--- src/hdlc_cmd_pkg.sv ---
// shared constants, types and register map of the hdlc command and event logic
package hdlc_cmd_pkg;

  // fifo geometry
  localparam int DATA_W = 8;
  localparam int FIFO_DEPTH = 32;
  localparam int PTR_W = 5;
  localparam int CNT_W = 6;
  localparam logic [5:0] FIFO_FULL = 6'h20;

  // apb byte addresses
  localparam logic [7:0] ADDR_STATUS = 8'h00;
  localparam logic [7:0] ADDR_MASK = 8'h04;
  localparam logic [7:0] ADDR_EXT = 8'h08;
  localparam logic [7:0] ADDR_CMD = 8'h0C;
  localparam logic [7:0] ADDR_TXDATA = 8'h10;
  localparam logic [7:0] ADDR_RXDATA = 8'h14;
  localparam logic [7:0] ADDR_MODE = 8'h18;
  localparam logic [7:0] ADDR_INFO = 8'h1C;

  // primary status bit positions
  localparam int ST_RX_MESSAGE_END = 7;
  localparam int ST_RX_POOL_FULL = 6;
  localparam int ST_RX_STATUS_CHANGE = 5;
  localparam int ST_TX_POOL_READY = 4;
  localparam int ST_TIMER_EXPIRED = 3;
  localparam int ST_CI_CHANGE = 2;
  localparam int ST_EXT_SUMMARY = 0;
  localparam logic [7:0] ST_SUMMARY_BITS = 8'h05;

  // extended status bit positions
  localparam int EX_TX_MESSAGE_REPEAT = 7;
  localparam int EX_TX_DATA_UNDERRUN = 6;
  localparam int EX_PROTOCOL_ERROR = 5;
  localparam int EX_RX_FRAME_OVERFLOW = 4;

  // mode register field
  localparam int MODE_AUTO_BIT = 0;

  // values after reset
  localparam logic [7:0] STATUS_RESET = 8'h10;
  localparam logic [7:0] EXT_RESET = 8'h00;
  localparam logic [7:0] MASK_RESET = 8'h00;
  localparam logic MODE_AUTO_RESET = 1'b0;

  // command codes
  localparam logic [7:0] CMD_RX_MESSAGE_COMPLETE = 8'h80;
  localparam logic [7:0] CMD_RX_RESET = 8'h40;
  localparam logic [7:0] CMD_RX_NOT_READY = 8'h20;
  localparam logic [7:0] CMD_TIMER_START = 8'h10;
  localparam logic [7:0] CMD_TX_TRANSPARENT_CLOSE = 8'h0A;
  localparam logic [7:0] CMD_TX_IFRAME_CLOSE = 8'h06;
  localparam logic [7:0] CMD_TX_TRANSPARENT = 8'h08;
  localparam logic [7:0] CMD_TX_IFRAME = 8'h04;
  localparam logic [7:0] CMD_TX_RESET = 8'h01;

  // supervisory frame codes
  localparam logic [1:0] S_RR = 2'h0;
  localparam logic [1:0] S_RNR = 2'h1;
  localparam logic [1:0] S_REJ = 2'h2;

  // timing at a 100 ns clock; least times round up
  localparam int CLK_PERIOD_NS = 100;
  localparam int T200_NS = 1000000;
  localparam int EXT_TIMER_NS = 1000000;
  localparam int T200_CYCLES_DEFAULT = (T200_NS + CLK_PERIOD_NS - 1) / CLK_PERIOD_NS;
  localparam int EXT_TIMER_CYCLES_DEFAULT = (EXT_TIMER_NS + CLK_PERIOD_NS - 1) / CLK_PERIOD_NS;
  localparam int N200_DEFAULT = 3;

  typedef enum logic [1:0] {
    KIND_I = 2'h0,
    KIND_S = 2'h1,
    KIND_U = 2'h2
  } frame_kind_type;

  typedef enum logic [2:0] {
    TX_IDLE = 3'h0,
    TX_FETCH = 3'h1,
    TX_LOAD = 3'h2,
    TX_SEND = 3'h3,
    TX_HOLD = 3'h4,
    TX_ACK_WAIT = 3'h5
  } tx_state_type;

  // frame header, valid with the last byte of a received frame
  typedef struct packed {
    frame_kind_type kind;
    logic [1:0] s_code;
    logic [2:0] nr;
    logic has_info;
  } rx_hdr_type;

  // kind and send number of the frame on the line
  typedef struct packed {
    logic iframe;
    logic [2:0] ns;
  } tx_info_type;

endpackage

--- src/hdlc_cmd_event.sv ---
// command decoding, event flags and pool control of the layer-2 hdlc controller
//
// Design decisions made here: the address map and register access over APB.
`timescale 1ns/1ps
module hdlc_cmd_event #(
  parameter int T200_CYCLES = hdlc_cmd_pkg::T200_CYCLES_DEFAULT,
  parameter int EXT_TIMER_CYCLES = hdlc_cmd_pkg::EXT_TIMER_CYCLES_DEFAULT,
  parameter int N200 = hdlc_cmd_pkg::N200_DEFAULT
) (
  input wire logic pclk,
  input wire logic presetn,
  input wire logic psel,
  input wire logic penable,
  input wire logic pwrite,
  input wire logic [7:0] paddr,
  input wire logic [31:0] pwdata,
  output logic [31:0] prdata,
  output logic pready,
  output logic pslverr,
  output logic irq,
  input wire logic rx_valid,
  input wire logic [7:0] rx_data,
  input wire logic rx_last,
  input wire hdlc_cmd_pkg::rx_hdr_type rx_hdr,
  output logic tx_valid,
  output logic [7:0] tx_data,
  output logic tx_last,
  output logic tx_abort,
  output hdlc_cmd_pkg::tx_info_type tx_info,
  input wire logic tx_ready,
  input wire logic tx_error,
  output logic ack_req,
  output logic ack_rnr
);

  logic access_end, wr_ev, rd_ev, addr_ok;
  logic [31:0] rd_mux;
  logic [7:0] status, status_full, status_view, ext, mask, st_set, ex_set;
  logic mode_auto;
  logic [7:0] cmd;
  logic cmd_wr, cmd_rx_complete, cmd_rx_reset, cmd_rx_not_ready, cmd_timer_start;
  logic cmd_tx_reset, cmd_tx_any, cmd_close, cmd_iframe;
  logic [5:0] rx_wr, rx_rd;
  logic rx_pending, rx_drop, rx_byte_ok;
  logic [7:0] rx_rd_data, tx_rd_data;
  logic ev_rme, ev_rpf, ev_rfo, ev_pce, ev_rsc, ev_xpr, ev_xdu, ev_xmr, ev_t200, ev_tin_ext;
  logic [2:0] vs, vr;
  logic peer_busy, rnr_mode;
  logic hdr_end, fr_i, fr_s, nr_ok, s_ok, peer_ack, peer_rej;
  hdlc_cmd_pkg::tx_state_type tx_state;
  logic [5:0] tx_wr, tx_rd, tx_base, tx_end, tx_count;
  logic tx_close, tx_iframe, txdata_wr, tx_in_frame;
  logic [15:0] t200_cnt, ext_cnt;
  logic [3:0] retry;
  logic ext_run;

  // apb handshake: one wait state gives registered read data time to settle
  assign access_end = psel & penable & pready;
  assign wr_ev = access_end & pwrite;
  assign rd_ev = access_end & ~pwrite;

  always_ff @(posedge pclk or negedge presetn) begin
    if (!presetn) begin
      pready <= 1'b0;
      pslverr <= 1'b0;
      prdata <= 32'h0000_0000;
    end else begin
      pready <= psel & penable & ~pready;
      pslverr <= psel & penable & ~pready & ~addr_ok;
      if (psel & penable & ~pready) begin
        prdata <= rd_mux;
      end
    end
  end

  // masked primary bits stay hidden and pending; summary bits always show
  assign status_full = status | {7'h00, |ext};
  assign status_view = status_full & ~(mask & ~hdlc_cmd_pkg::ST_SUMMARY_BITS);

  // read decode; the command location always reads zero
  always_comb begin
    rd_mux = 32'h0000_0000;
    addr_ok = 1'b1;
    if (paddr == hdlc_cmd_pkg::ADDR_STATUS) begin
      rd_mux = {24'h00_0000, status_view};
    end else if (paddr == hdlc_cmd_pkg::ADDR_MASK) begin
      rd_mux = {24'h00_0000, mask};
    end else if (paddr == hdlc_cmd_pkg::ADDR_EXT) begin
      rd_mux = {24'h00_0000, ext};
    end else if (paddr == hdlc_cmd_pkg::ADDR_CMD) begin
      rd_mux = 32'h0000_0000;
    end else if (paddr == hdlc_cmd_pkg::ADDR_TXDATA) begin
      rd_mux = {26'h0, tx_count};
    end else if (paddr == hdlc_cmd_pkg::ADDR_RXDATA) begin
      rd_mux = {24'h00_0000, rx_rd_data};
    end else if (paddr == hdlc_cmd_pkg::ADDR_MODE) begin
      rd_mux = {31'h0, mode_auto};
    end else if (paddr == hdlc_cmd_pkg::ADDR_INFO) begin
      rd_mux = {16'h0000, vs, vr, peer_busy, rnr_mode, 2'h0, rx_wr};
    end else begin
      addr_ok = 1'b0;
    end
  end

  // command strobes live for the one access edge only, nothing is stored
  assign cmd = pwdata[7:0];
  assign cmd_wr = wr_ev & (paddr == hdlc_cmd_pkg::ADDR_CMD);
  assign cmd_rx_complete = cmd_wr & (cmd == hdlc_cmd_pkg::CMD_RX_MESSAGE_COMPLETE);
  assign cmd_rx_reset = cmd_wr & (cmd == hdlc_cmd_pkg::CMD_RX_RESET);
  assign cmd_rx_not_ready = cmd_wr & (cmd == hdlc_cmd_pkg::CMD_RX_NOT_READY);
  assign cmd_timer_start = cmd_wr & (cmd == hdlc_cmd_pkg::CMD_TIMER_START);
  assign cmd_tx_reset = cmd_wr & (cmd == hdlc_cmd_pkg::CMD_TX_RESET);
  assign cmd_close = (cmd == hdlc_cmd_pkg::CMD_TX_TRANSPARENT_CLOSE) |
                     (cmd == hdlc_cmd_pkg::CMD_TX_IFRAME_CLOSE);
  assign cmd_iframe = (cmd == hdlc_cmd_pkg::CMD_TX_IFRAME_CLOSE) |
                      (cmd == hdlc_cmd_pkg::CMD_TX_IFRAME);
  assign cmd_tx_any = cmd_wr & (cmd_close | cmd_iframe |
                      (cmd == hdlc_cmd_pkg::CMD_TX_TRANSPARENT));

  // mode and mask registers
  always_ff @(posedge pclk or negedge presetn) begin
    if (!presetn) begin
      mode_auto <= hdlc_cmd_pkg::MODE_AUTO_RESET;
      mask <= hdlc_cmd_pkg::MASK_RESET;
    end else begin
      if (wr_ev & (paddr == hdlc_cmd_pkg::ADDR_MODE)) begin
        mode_auto <= pwdata[hdlc_cmd_pkg::MODE_AUTO_BIT];
      end
      if (wr_ev & (paddr == hdlc_cmd_pkg::ADDR_MASK)) begin
        mask <= pwdata[7:0];
      end
    end
  end

  // event vectors into the two status registers
  always_comb begin
    st_set = 8'h00;
    ex_set = 8'h00;
    st_set[hdlc_cmd_pkg::ST_RX_MESSAGE_END] = ev_rme;
    st_set[hdlc_cmd_pkg::ST_RX_POOL_FULL] = ev_rpf;
    st_set[hdlc_cmd_pkg::ST_RX_STATUS_CHANGE] = ev_rsc;
    st_set[hdlc_cmd_pkg::ST_TX_POOL_READY] = ev_xpr;
    st_set[hdlc_cmd_pkg::ST_TIMER_EXPIRED] = ev_t200 | ev_tin_ext;
    ex_set[hdlc_cmd_pkg::EX_TX_MESSAGE_REPEAT] = ev_xmr;
    ex_set[hdlc_cmd_pkg::EX_TX_DATA_UNDERRUN] = ev_xdu;
    ex_set[hdlc_cmd_pkg::EX_PROTOCOL_ERROR] = ev_pce;
    ex_set[hdlc_cmd_pkg::EX_RX_FRAME_OVERFLOW] = ev_rfo;
  end

  // sticky flags: read clears the shown bits, write one clears; a set wins
  always_ff @(posedge pclk or negedge presetn) begin
    if (!presetn) begin
      status <= hdlc_cmd_pkg::STATUS_RESET;
    end else if (rd_ev & (paddr == hdlc_cmd_pkg::ADDR_STATUS)) begin
      status <= (status & ~(status_view & ~hdlc_cmd_pkg::ST_SUMMARY_BITS)) | st_set;
    end else if (wr_ev & (paddr == hdlc_cmd_pkg::ADDR_STATUS)) begin
      status <= (status & ~(pwdata[7:0] & ~hdlc_cmd_pkg::ST_SUMMARY_BITS)) | st_set;
    end else begin
      status <= status | st_set;
    end
  end

  // extended flags; the summary bit is simply the or of this register
  always_ff @(posedge pclk or negedge presetn) begin
    if (!presetn) begin
      ext <= hdlc_cmd_pkg::EXT_RESET;
    end else if (rd_ev & (paddr == hdlc_cmd_pkg::ADDR_EXT)) begin
      ext <= ex_set;
    end else if (wr_ev & (paddr == hdlc_cmd_pkg::ADDR_EXT)) begin
      ext <= (ext & ~pwdata[7:0]) | ex_set;
    end else begin
      ext <= ext | ex_set;
    end
  end

  // level interrupt while any unmasked bit is pending
  always_ff @(posedge pclk or negedge presetn) begin
    if (!presetn) begin
      irq <= 1'b0;
    end else begin
      irq <= |(status_full & ~mask);
    end
  end

  // external timer, restarted by each start command
  always_ff @(posedge pclk or negedge presetn) begin
    if (!presetn) begin
      ext_run <= 1'b0;
      ext_cnt <= 16'h0000;
      ev_tin_ext <= 1'b0;
    end else begin
      ev_tin_ext <= 1'b0;
      if (cmd_timer_start) begin
        ext_run <= 1'b1;
        ext_cnt <= 16'h0000;
      end else if (ext_run) begin
        ext_cnt <= ext_cnt + 16'h0001;
        if (ext_cnt == 16'(EXT_TIMER_CYCLES - 1)) begin
          ext_run <= 1'b0;
          ev_tin_ext <= 1'b1;
        end
      end
    end
  end

  // receive pool: one block waits for the host at a time; a byte that finds
  // the pool locked drops the rest of its frame, the cost of a single pool
  assign rx_byte_ok = rx_valid & ~rx_pending & ~rx_drop & (rx_wr != hdlc_cmd_pkg::FIFO_FULL);

  fifo_mem rx_pool (
    .pclk(pclk),
    .presetn(presetn),
    .wr_en(rx_byte_ok),
    .wr_addr(rx_wr[4:0]),
    .wr_data(rx_data),
    .rd_addr(rx_rd[4:0]),
    .rd_data(rx_rd_data)
  );

  always_ff @(posedge pclk or negedge presetn) begin
    if (!presetn) begin
      rx_wr <= 6'h00;
      rx_rd <= 6'h00;
      rx_pending <= 1'b0;
      rx_drop <= 1'b0;
      ev_rme <= 1'b0;
      ev_rpf <= 1'b0;
      ev_rfo <= 1'b0;
    end else begin
      ev_rme <= 1'b0;
      ev_rpf <= 1'b0;
      ev_rfo <= 1'b0;
      if (rd_ev & (paddr == hdlc_cmd_pkg::ADDR_RXDATA) & (rx_rd != rx_wr)) begin
        rx_rd <= rx_rd + 6'h01;
      end
      if (rx_byte_ok) begin
        rx_wr <= rx_wr + 6'h01;
        if (rx_last) begin
          ev_rme <= 1'b1;
          rx_pending <= 1'b1;
        end else if (rx_wr == hdlc_cmd_pkg::FIFO_FULL - 6'h01) begin
          ev_rpf <= 1'b1;
          rx_pending <= 1'b1;
        end
      end else if (rx_valid) begin
        if (rx_last) begin
          ev_rfo <= 1'b1;
          rx_drop <= 1'b0;
        end else begin
          rx_drop <= 1'b1;
        end
      end
      if (cmd_rx_complete | cmd_rx_reset) begin
        rx_wr <= 6'h00;
        rx_rd <= 6'h00;
        rx_pending <= 1'b0;
      end
      if (cmd_rx_reset) begin
        rx_drop <= 1'b0;
      end
    end
  end

  // auto-mode header checks, taken with the last byte of each frame
  assign hdr_end = rx_valid & rx_last & mode_auto;
  assign fr_i = hdr_end & (rx_hdr.kind == hdlc_cmd_pkg::KIND_I);
  assign fr_s = hdr_end & (rx_hdr.kind == hdlc_cmd_pkg::KIND_S);
  assign nr_ok = (rx_hdr.nr == vs) |
                 ((tx_state == hdlc_cmd_pkg::TX_ACK_WAIT) & (rx_hdr.nr == vs - 3'h1));
  assign s_ok = fr_s & nr_ok & ~rx_hdr.has_info;
  assign peer_ack = (fr_i & nr_ok | s_ok) & (rx_hdr.nr == vs);
  assign peer_rej = s_ok & (rx_hdr.s_code == hdlc_cmd_pkg::S_REJ);

  always_ff @(posedge pclk or negedge presetn) begin
    if (!presetn) begin
      vr <= 3'h0;
      peer_busy <= 1'b0;
      rnr_mode <= 1'b0;
      ev_pce <= 1'b0;
      ev_rsc <= 1'b0;
      ack_req <= 1'b0;
      ack_rnr <= 1'b0;
    end else begin
      ev_pce <= 1'b0;
      ev_rsc <= 1'b0;
      ack_req <= 1'b0;
      if (cmd_rx_not_ready & mode_auto) begin
        rnr_mode <= 1'b1;
      end
      if ((fr_i | fr_s) & (~nr_ok | (fr_s & rx_hdr.has_info))) begin
        ev_pce <= 1'b1;
      end
      if (fr_i & nr_ok & ~rnr_mode) begin
        vr <= vr + 3'h1;
      end
      if (fr_i | (fr_s & rnr_mode)) begin
        ack_req <= 1'b1;
        ack_rnr <= rnr_mode;
      end
      if (s_ok & (rx_hdr.s_code != hdlc_cmd_pkg::S_REJ) &
          ((rx_hdr.s_code == hdlc_cmd_pkg::S_RNR) != peer_busy)) begin
        peer_busy <= rx_hdr.s_code == hdlc_cmd_pkg::S_RNR;
        ev_rsc <= 1'b1;
      end
      if (cmd_rx_reset) begin
        rnr_mode <= 1'b0;
        if (mode_auto) begin
          vr <= 3'h0;
        end
      end
    end
  end

  // transmit pool; space of a frame is held from its base until it is done
  assign tx_count = tx_wr - tx_base;
  assign txdata_wr = wr_ev & (paddr == hdlc_cmd_pkg::ADDR_TXDATA) &
                     (tx_count != hdlc_cmd_pkg::FIFO_FULL);
  assign tx_in_frame = (tx_state != hdlc_cmd_pkg::TX_IDLE) &
                       (tx_state != hdlc_cmd_pkg::TX_ACK_WAIT);

  fifo_mem tx_pool (
    .pclk(pclk),
    .presetn(presetn),
    .wr_en(txdata_wr),
    .wr_addr(tx_wr[4:0]),
    .wr_data(pwdata[7:0]),
    .rd_addr(tx_rd[4:0]),
    .rd_data(tx_rd_data)
  );

  // transmit sequencer, send counter, T200 and retry count
  always_ff @(posedge pclk or negedge presetn) begin
    if (!presetn) begin
      tx_state <= hdlc_cmd_pkg::TX_IDLE;
      tx_wr <= 6'h00;
      tx_rd <= 6'h00;
      tx_base <= 6'h00;
      tx_end <= 6'h00;
      tx_close <= 1'b0;
      tx_iframe <= 1'b0;
      tx_valid <= 1'b0;
      tx_data <= 8'h00;
      tx_last <= 1'b0;
      tx_abort <= 1'b0;
      tx_info <= '0;
      vs <= 3'h0;
      t200_cnt <= 16'h0000;
      retry <= 4'h0;
      ev_xpr <= 1'b0;
      ev_xdu <= 1'b0;
      ev_xmr <= 1'b0;
      ev_t200 <= 1'b0;
    end else begin
      ev_xpr <= 1'b0;
      ev_xdu <= 1'b0;
      ev_xmr <= 1'b0;
      ev_t200 <= 1'b0;
      tx_abort <= 1'b0;
      if (txdata_wr) begin
        tx_wr <= tx_wr + 6'h01;
      end
      if (cmd_tx_reset) begin
        tx_state <= hdlc_cmd_pkg::TX_IDLE;
        tx_wr <= 6'h00;
        tx_rd <= 6'h00;
        tx_base <= 6'h00;
        tx_end <= 6'h00;
        tx_valid <= 1'b0;
        tx_last <= 1'b0;
        ev_xpr <= 1'b1;
      end else if (cmd_tx_any & ((tx_state == hdlc_cmd_pkg::TX_IDLE) |
                                 (tx_state == hdlc_cmd_pkg::TX_HOLD))) begin
        tx_end <= tx_wr;
        tx_close <= cmd_close;
        tx_iframe <= cmd_iframe;
        tx_state <= hdlc_cmd_pkg::TX_FETCH;
      end else if (tx_error & tx_in_frame) begin
        tx_rd <= tx_base;
        tx_valid <= 1'b0;
        tx_last <= 1'b0;
        ev_xmr <= 1'b1;
        tx_state <= hdlc_cmd_pkg::TX_FETCH;
      end else begin
        case (tx_state)
          hdlc_cmd_pkg::TX_FETCH: begin
            if (tx_rd == tx_end) begin
              tx_base <= tx_rd;
              ev_xpr <= 1'b1;
              tx_state <= hdlc_cmd_pkg::TX_IDLE;
            end else begin
              tx_state <= hdlc_cmd_pkg::TX_LOAD;
            end
          end
          hdlc_cmd_pkg::TX_LOAD: begin
            tx_data <= tx_rd_data;
            tx_valid <= 1'b1;
            tx_last <= tx_close & (tx_rd + 6'h01 == tx_end);
            tx_info <= {tx_iframe & mode_auto, vs};
            tx_state <= hdlc_cmd_pkg::TX_SEND;
          end
          hdlc_cmd_pkg::TX_SEND: begin
            if (tx_ready) begin
              tx_valid <= 1'b0;
              tx_last <= 1'b0;
              tx_rd <= tx_rd + 6'h01;
              if (tx_rd + 6'h01 != tx_end) begin
                tx_state <= hdlc_cmd_pkg::TX_FETCH;
              end else if (!tx_close) begin
                tx_base <= tx_rd + 6'h01; // sent bytes of an open frame are released
                ev_xpr <= 1'b1;
                tx_state <= hdlc_cmd_pkg::TX_HOLD;
              end else if (tx_iframe & mode_auto) begin
                vs <= vs + 3'h1;
                t200_cnt <= 16'h0000;
                retry <= 4'h0;
                tx_state <= hdlc_cmd_pkg::TX_ACK_WAIT;
              end else begin
                tx_base <= tx_rd + 6'h01;
                ev_xpr <= 1'b1;
                tx_state <= hdlc_cmd_pkg::TX_IDLE;
              end
            end
          end
          hdlc_cmd_pkg::TX_HOLD: begin
            if (tx_ready) begin
              tx_abort <= 1'b1;
              ev_xdu <= 1'b1;
              tx_base <= tx_wr;
              tx_rd <= tx_wr;
              tx_state <= hdlc_cmd_pkg::TX_IDLE;
            end
          end
          hdlc_cmd_pkg::TX_ACK_WAIT: begin
            t200_cnt <= t200_cnt + 16'h0001;
            if (peer_ack) begin
              tx_base <= tx_rd;
              ev_xpr <= 1'b1;
              tx_state <= hdlc_cmd_pkg::TX_IDLE;
            end else if (peer_rej) begin
              tx_rd <= tx_base;
              vs <= vs - 3'h1;
              ev_xmr <= 1'b1;
              tx_state <= hdlc_cmd_pkg::TX_FETCH;
            end else if (t200_cnt == 16'(T200_CYCLES - 1)) begin
              t200_cnt <= 16'h0000;
              if (retry == 4'(N200 - 1)) begin
                tx_base <= tx_rd;
                ev_t200 <= 1'b1;
                tx_state <= hdlc_cmd_pkg::TX_IDLE;
              end else begin
                retry <= retry + 4'h1;
                tx_rd <= tx_base;
                vs <= vs - 3'h1;
                tx_state <= hdlc_cmd_pkg::TX_FETCH;
              end
            end
          end
          default: begin
            tx_state <= hdlc_cmd_pkg::TX_IDLE;
          end
        endcase
      end
      if (cmd_rx_reset & mode_auto) begin
        vs <= 3'h0;
      end
    end
  end

endmodule

--- src/fifo_mem.sv ---
// 32 x 8 storage with registered read data, used for both pools
`timescale 1ns/1ps
module fifo_mem (
  input wire logic pclk,
  input wire logic presetn,
  input wire logic wr_en,
  input wire logic [hdlc_cmd_pkg::PTR_W-1:0] wr_addr,
  input wire logic [hdlc_cmd_pkg::DATA_W-1:0] wr_data,
  input wire logic [hdlc_cmd_pkg::PTR_W-1:0] rd_addr,
  output logic [hdlc_cmd_pkg::DATA_W-1:0] rd_data
);

  logic [hdlc_cmd_pkg::DATA_W-1:0] mem [hdlc_cmd_pkg::FIFO_DEPTH];

  // array itself needs no reset; readers never look past the write pointer
  always_ff @(posedge pclk) begin
    if (wr_en) begin
      mem[wr_addr] <= wr_data;
    end
  end

  // read data follows the address one edge later
  always_ff @(posedge pclk or negedge presetn) begin
    if (!presetn) begin
      rd_data <= 8'h00;
    end else begin
      rd_data <= mem[rd_addr];
    end
  end

endmodule

--- config.mk ---
export PLATFORM = sky130hd
export DESIGN_NAME = hdlc_cmd_event
export DESIGN_NICKNAME = d
export VERILOG_FILES = /design/src/hdlc_cmd_pkg.sv /design/src/hdlc_cmd_event.sv /design/src/fifo_mem.sv
export SDC_FILE = /design/constraint.sdc
export NUM_CORES = 1
export LEC_CHECK = 0
export ABC_AREA = 1
export BUFFER_PORTS_ARGS = -buffer_cell sky130_fd_sc_hd__buf_2
export CAP_MARGIN = 20
export CORE_ASPECT_RATIO = 0.8
export CORE_MARGIN = 3
export CORE_UTILIZATION = 64
export CTS_BUF_LIST = sky130_fd_sc_hd__clkbuf_2 sky130_fd_sc_hd__clkbuf_4 sky130_fd_sc_hd__clkbuf_8
export DETAILED_ROUTE_END_ITERATION = 8
export PLACE_DENSITY = 0.78
export SYNTH_ARGS = -nofsm -noshare
export SYNTH_HDL_FRONTEND = slang
export SYNTH_HIERARCHICAL = 1
export SYNTH_SLANG_ARGS = --single-unit
--- constraint.sdc ---
create_clock -name pclk -period 3.2 [get_ports pclk]
set_input_delay 0.64 -clock pclk [delete_from_list [all_inputs] [get_ports pclk]]
set_output_delay 0.64 -clock pclk [all_outputs]
set_load 0.005 [all_outputs]
* After elaboration in Yosys (flattened, before gate mapping)
Memory sizes are Yosys's and may differ from the RTL's. A register that Yosys moved wholly into a read port is not among the register bits.
Index checks and enable logic that the tools add are counted.
** Word-level totals
- Input port bits :: 65
- Memories kept :: 2
- Logic and storage cells :: 417
- Bits in writable memories :: 512
- Register bits after elaboration :: 174
** Memories
- rx_pool.mem :: words 32, bits a word 8, read ports 1, clocked after Yosys merged registers in 1, write ports 1, RTL line fifo_mem.sv:13 : logic [hdlc_cmd_pkg::DATA_W-1:0] mem [hdlc_cmd_pkg::FIFO_DEPTH];
- tx_pool.mem :: words 32, bits a word 8, read ports 1, clocked after Yosys merged registers in 1, write ports 1, RTL line fifo_mem.sv:13
** Cells by class
- Muxes and demuxes :: 166
- Equal/unequal tests :: 74
- Add/sub/neg operators :: 11
- Bitwise operators :: 88
- Reduce and logical (&&, ||, !) cells :: 32
** Operators with widths (count)
- $mux 16 :: 15
- $mux 6 :: 27
- $mux 3 :: 26
- $mux 1 :: 74
- $mux 32 :: 2
- $and 1x1->1 :: 49
- $and 8x8->8 :: 5
- $eq 8x5->1 const B :: 5
- $not 8->8 :: 5
- $or 8x8->8 :: 5
- $add 16x1->16 const B :: 2
- $eq 16x14->1 const B :: 2
- $eq 8x4->1 const B :: 4
- $mux 4 :: 8
- $mux 8 :: 4
- $pmux 16 s2 :: 1
- $ne 3x3->1 const B :: 9
- $add 6x1->6 const B :: 4
- $eq 8x3->1 const B :: 3
- $pmux 6 s4 :: 1
- $ne 2x2->1 const B :: 11
- $pmux 6 s3 :: 1
- $ne 4x3->1 const B :: 4
- $reduce_bool 2->1 :: 8
- other kinds (52) :: 96

* Longest topological paths before layout
- Word-level depth :: 14
- Mapped depth :: 18

* Cells and area by module
Netlist, hierarchy kept.
** By module, submodules not included
- fifo_mem :: times used 2, area an instance 10826.6 um^2, sequential area each 7887.6 um^2, cells each 922
- hdlc_cmd_event :: times used 1, area an instance 9384.0 um^2, sequential area each 3905.0 um^2, cells each 1295

* Worst setup path before layout
Ideal clock, no wire load.
- Kind :: register -> register
- Start point :: reg tx_wr[0]
- End point :: mem tx_pool/mem[11][0] (netlist bit) (enable)
- Cell stages (with the launch flop) :: 13
- Setup time :: 0.370 ns
- Required time :: 2.830 ns
- Clock period less this slack :: 2.816 ns
- Arrival time :: 2.446 ns
- Path buffers :: 0
- Slack :: 0.384 ns
- Cell sequence :: dfrtp_1 > inv_1 > ha_1 > inv_1 > fa_1 > nand3_1 > nand2_1 > xnor2_1 > nand4_1 > nand3_1 > inv_1 > nand3_1 > nor2_1
** Between the ends
- Cells in the longest elaborated chain, start to end :: 5
** Ends and longest elaborated chain
- start: declaration :: RTL line hdlc_cmd_event.sv:51 : logic [5:0] tx_wr, tx_rd, tx_base, tx_end, tx_count;
- start signal: assignment :: RTL line hdlc_cmd_event.sv:360 : tx_wr <= tx_wr + 6'h01;
- $sub 6x6->6 :: RTL line hdlc_cmd_event.sv:315 : assign tx_count = tx_wr - tx_base;
- $ne 6x6->1 :: RTL line hdlc_cmd_event.sv:317 : (tx_count != hdlc_cmd_pkg::FIFO_FULL);
- $and 1x1->1 :: RTL line hdlc_cmd_event.sv:316 : assign txdata_wr = wr_ev & (paddr == hdlc_cmd_pkg::ADDR_TXDATA) &
- named net txdata_wr :: RTL line hdlc_cmd_event.sv:52 : logic tx_close, tx_iframe, txdata_wr, tx_in_frame;
- $mux 1 :: RTL line fifo_mem.sv:17 : if (wr_en) begin
- $mux 1 (implied by the code) :: RTL line fifo_mem.sv:18 : mem[wr_addr] <= wr_data;
- end: declaration :: RTL line fifo_mem.sv:13
The timed path passes the listed nets, and every way through them passes these cells.

* Worst setup path in the final report
- Start point :: reg tx_wr[0]
- End point :: mem tx_pool/mem[9][1] (netlist bit) (enable)
Same word-level chain as after synthesis.

==> results.yml <==
global_routing:
  grt.total_usage_pct: 30.6
  antenna_found_initial: 1
  grt_pass1_vias: 22800
  grt_max_degree: 87
  grt_overflow: 0
  grt_pass1_wl_um: 122000
setup_path:
  timing.critical_path.arrival_ns: 3.29
  regToRegStartpoint: "tx_wr[0]"
  crit_top_cell: "nand3_1"
  rr_worst_depth: 14
  cp_top_family: "buffers and inverters"
  crit_start: "tx_wr[0]"
  worstSetupPathType: "reg -> reg"
  endpoint: "tx_pool/mem[9][1]"
  critPathBufInv: 5
  startpoint_type: "flop"
  cp-end-kind: "flop"
  slowest_delay_ns: 0.40
  rrSetupSlack_ns: 0.31
  crit_chain: "inv_1, ha_1, inv_1, fa_1, nand3_1, nand2_1, xnor2_1, nand4_1, nand3_1, inv_2, nand3_1, buf_4, nor2_1, buf_4"
  cp_slowest_cell: "fa_1"
  timing.rr.end: "tx_pool/mem[9][1]"
  crit_required_ns: 3.60
  path_max_fanout: 9
  path_depth: 14
synth:
  syn_area_sq_um: 31000
  syn_inst: 3139
  synthArstFlopShare_pct: 25.1
  synth-edff-count: 512
  synth_seq_cells: 684
  seq_area_frac_synth_pct: 63.4
  synth_warnings: 6
  synth_ff_type: "edfxtp_1"
  syn_area_per_cell_sq_um: 9.89
  synth_cell_types: 49
sta:
  fmax_mhz: 346
  setup_viol: 0
  max_slew_margin_pct: 41.2
  rsz0062_at_grt: "no"
  fin_worst_skew_ns: 0.0290
  post-route-min-period_ns: 2.89
  slew_viol_final: 0
  min_period_over_period_pct: 90.3
  fin_setup_tns_ns: 0
  hold_viol_final: 2
  timing.hold.ws_ns: -0.0135
  tightest_slew_ns: 0.882
route:
  drt-pass1-iter-count: 9
  drc: 0
  wirelength_um: 77900
  dr_total_vias: 23600
  wl_per_cell_um: 19.3
  drt-initial-drc-count: 2952
  viasPerCell: 5.86
  ant_nets: 0
clock_network:
  insertion_delay_ns: 0.71
  clockRootBuffer: "clkbuf_8"
  cts_hold_buf: 0
  numCtsBuffers: 103
  cts-resized-gates: 0
  cts.clk_slew.worst_paths_ns: 0.07
  post_cts_buffers: 0
  cts_buffer_depth: 3
  cts_max_level: 3
  numClockSinks: 684
  cts_tree: "built"
power_and_ir_drop:
  ir_drop_mv: 0.594
  combinationalPowerShare_pct: 21.3
  total_power_mw: 22.2
  p_clk_share_pct: 32.4
  cellLeakagePower_nw: 14.4
  sw_frac_of_total_pct: 32.0
  p_int_mw: 15.1
  p_switching_mw: 7.10
  seqPwrFrac_pct: 46.3
  power_density_nw_per_um2: 648
placement:
  gp_congestion: 0.979
  dp_hpwl_um: 50900
  io_buffers: 76
finish:
  post_route_cells_drive_above_1_share_pct: 12.0
  areaGrowthSynthToFinish_pct: 10.5
  nNetsFinal: 3406
  fill_cells: 3442
  multi_input_area_sq_um: 9590
  register_area_sq_um: 19700
worst_hold_path:
  hp-class: "in -> async"
job:
  maxCapViolCount: 0
die:
  ioPinCount: 117
  die_w_um: 252
  start_util_pct: 65.4
  die_y_um: 203
  die-area_sq_um: 51200
  placeableCoreArea_sq_um: 47400
  row_count: 71
run_status:
  violations: "negative hold slack"
  status: "finished with violations"
==> stage by stage <==
step	instance area, sq um	setup WS (ns)	utilization (%)	std cells
global placement	32200	0.337	67.9	3837
floorplan	31100	0.384	-	3154
CTS	34300	0.275	72.3	4029
detailed placement	32200	0.215	67.9	3837
global route	34300	0.0194	72.3	4030
finish	34300	0.311	72.3	4031
==> cells in the mapped netlist (29+ instances only) <==
master | number | area share [%]
a21oi_1 | 41 | 0.66
buf_2 | 37 | 0.60
buf_6 | 50 | 1.8
dfrtp_1 | 171 | 14
edfxtp_1 | 512 | 50
inv_1 | 194 | 2.3
nand2_1 | 1072 | 13
nand3_1 | 507 | 8.2
nand4_1 | 29 | 0.58
nor2_1 | 184 | 2.2
nor3_1 | 32 | 0.52
o21ai_0 | 92 | 1.5
==> state kept, by name (all words and copies together), names as in the netlist, 8 cells and up <==
name / count
rx_pool/mem: 256
ext_cnt: 16
tx_pool/mem: 256
mask: 8
prdata: 16
ext: 8
tx_pool/rd_data: 8
tx_data: 8
t200_cnt: 16
rx_pool/rd_data: 8
==> power groups by stage <==
stage               Sequential, mW  Combinational [mW]  Clock (mW)
global route                  10.3                5.27        7.71
detailed placement            10.5                4.61           0
global placement              10.4                4.46           0
floorplan                     10.3                3.48           0
finish                        10.3                4.74        7.19
CTS                           10.3                4.64        7.29
==> layout by cell type (no fill, tap or decap), types with 4 or more instances in the layout <==
cell,Yosys,final
a211oi_1,5,5
a21oi_1,41,41
buf_2,37,75
buf_4,26,122
bufinv_16,0,4
clkbuf_4,0,27
clkbuf_8,0,109
clkinv_1,5,32
clkinv_2,0,21
conb_1,1,16
dfrtp_1,171,167
edfxtp_1,512,512
ha_1,17,17
inv_1,194,193
inv_2,9,8
nand2_1,1072,1072
nand2_2,6,6
nand3_1,507,507
nand3_2,5,5
nand3b_1,6,6
nand4_1,29,29
nor2_1,184,183
nor2_2,3,4
nor2_4,4,4
nor3_1,32,32
nor4_1,11,11
o2111ai_1,4,4
o211ai_1,6,6
o21ai_0,92,92
o21ai_1,11,11
o21bai_1,7,7
o22ai_1,8,8
xnor2_1,11,11
xor2_1,27,27
==> layout make-up <==
cell class | instances | share of cell area (%)
multi-input combinational | 2123 | 28.0
clock inverter | 56 | 1.08
tap | 620 | 2.26
sequential | 684 | 57.4
clock buffer | 136 | 4.96
timing repair buffer | 202 | 4.05
antenna | 1 | 0.00729
inverter | 209 | 2.30
==> how the worst min path moves through the flow <==
stage | start | endpoint | slack [ns] | cells past startpoint
floorplan | presetn | ack_req | 0.34 | 0
global placement | ev_rpf | status[6] | 0.43 | 1
detailed placement | ev_rfo | ext[4] | 0.43 | 1
CTS | presetn | tx_rd[0] | 0.007 | 1
global route | presetn | t200_cnt[11] | 0.03 | 1
finish | presetn | t200_cnt[11] | -0.01 | 1
==> routing by layer <==
layer	vias to the layer above	global-route usage, %	wire [um]
li1	11000	-	-
met1	11300	42.5	32000
met2	1150	48.1	36100
met3	198	6.93	7190
met4	2	11.0	2540
met5	-	0	10
==> kinds of logic (layout without fill, tap and decap cells) <==
| family | after synthesis | in the layout | share of synthesized area, % |
|---|---|---|---|
| adders and majority gates | 18 | 18 | 0.750 |
| buffers and inverters | 347 | 603 | 5.88 |
| DFF | 684 | 684 | 63.4 |
| and+or+nand+nor | 1868 | 1868 | 25.6 |
| AOI/OAI and AO/OA | 183 | 183 | 3.30 |
| xor gates and xnor gates | 38 | 38 | 1.07 |
| other | 1 | 17 | 0.0121 |
No activity file was read; power rests on OpenSTA's default activity.
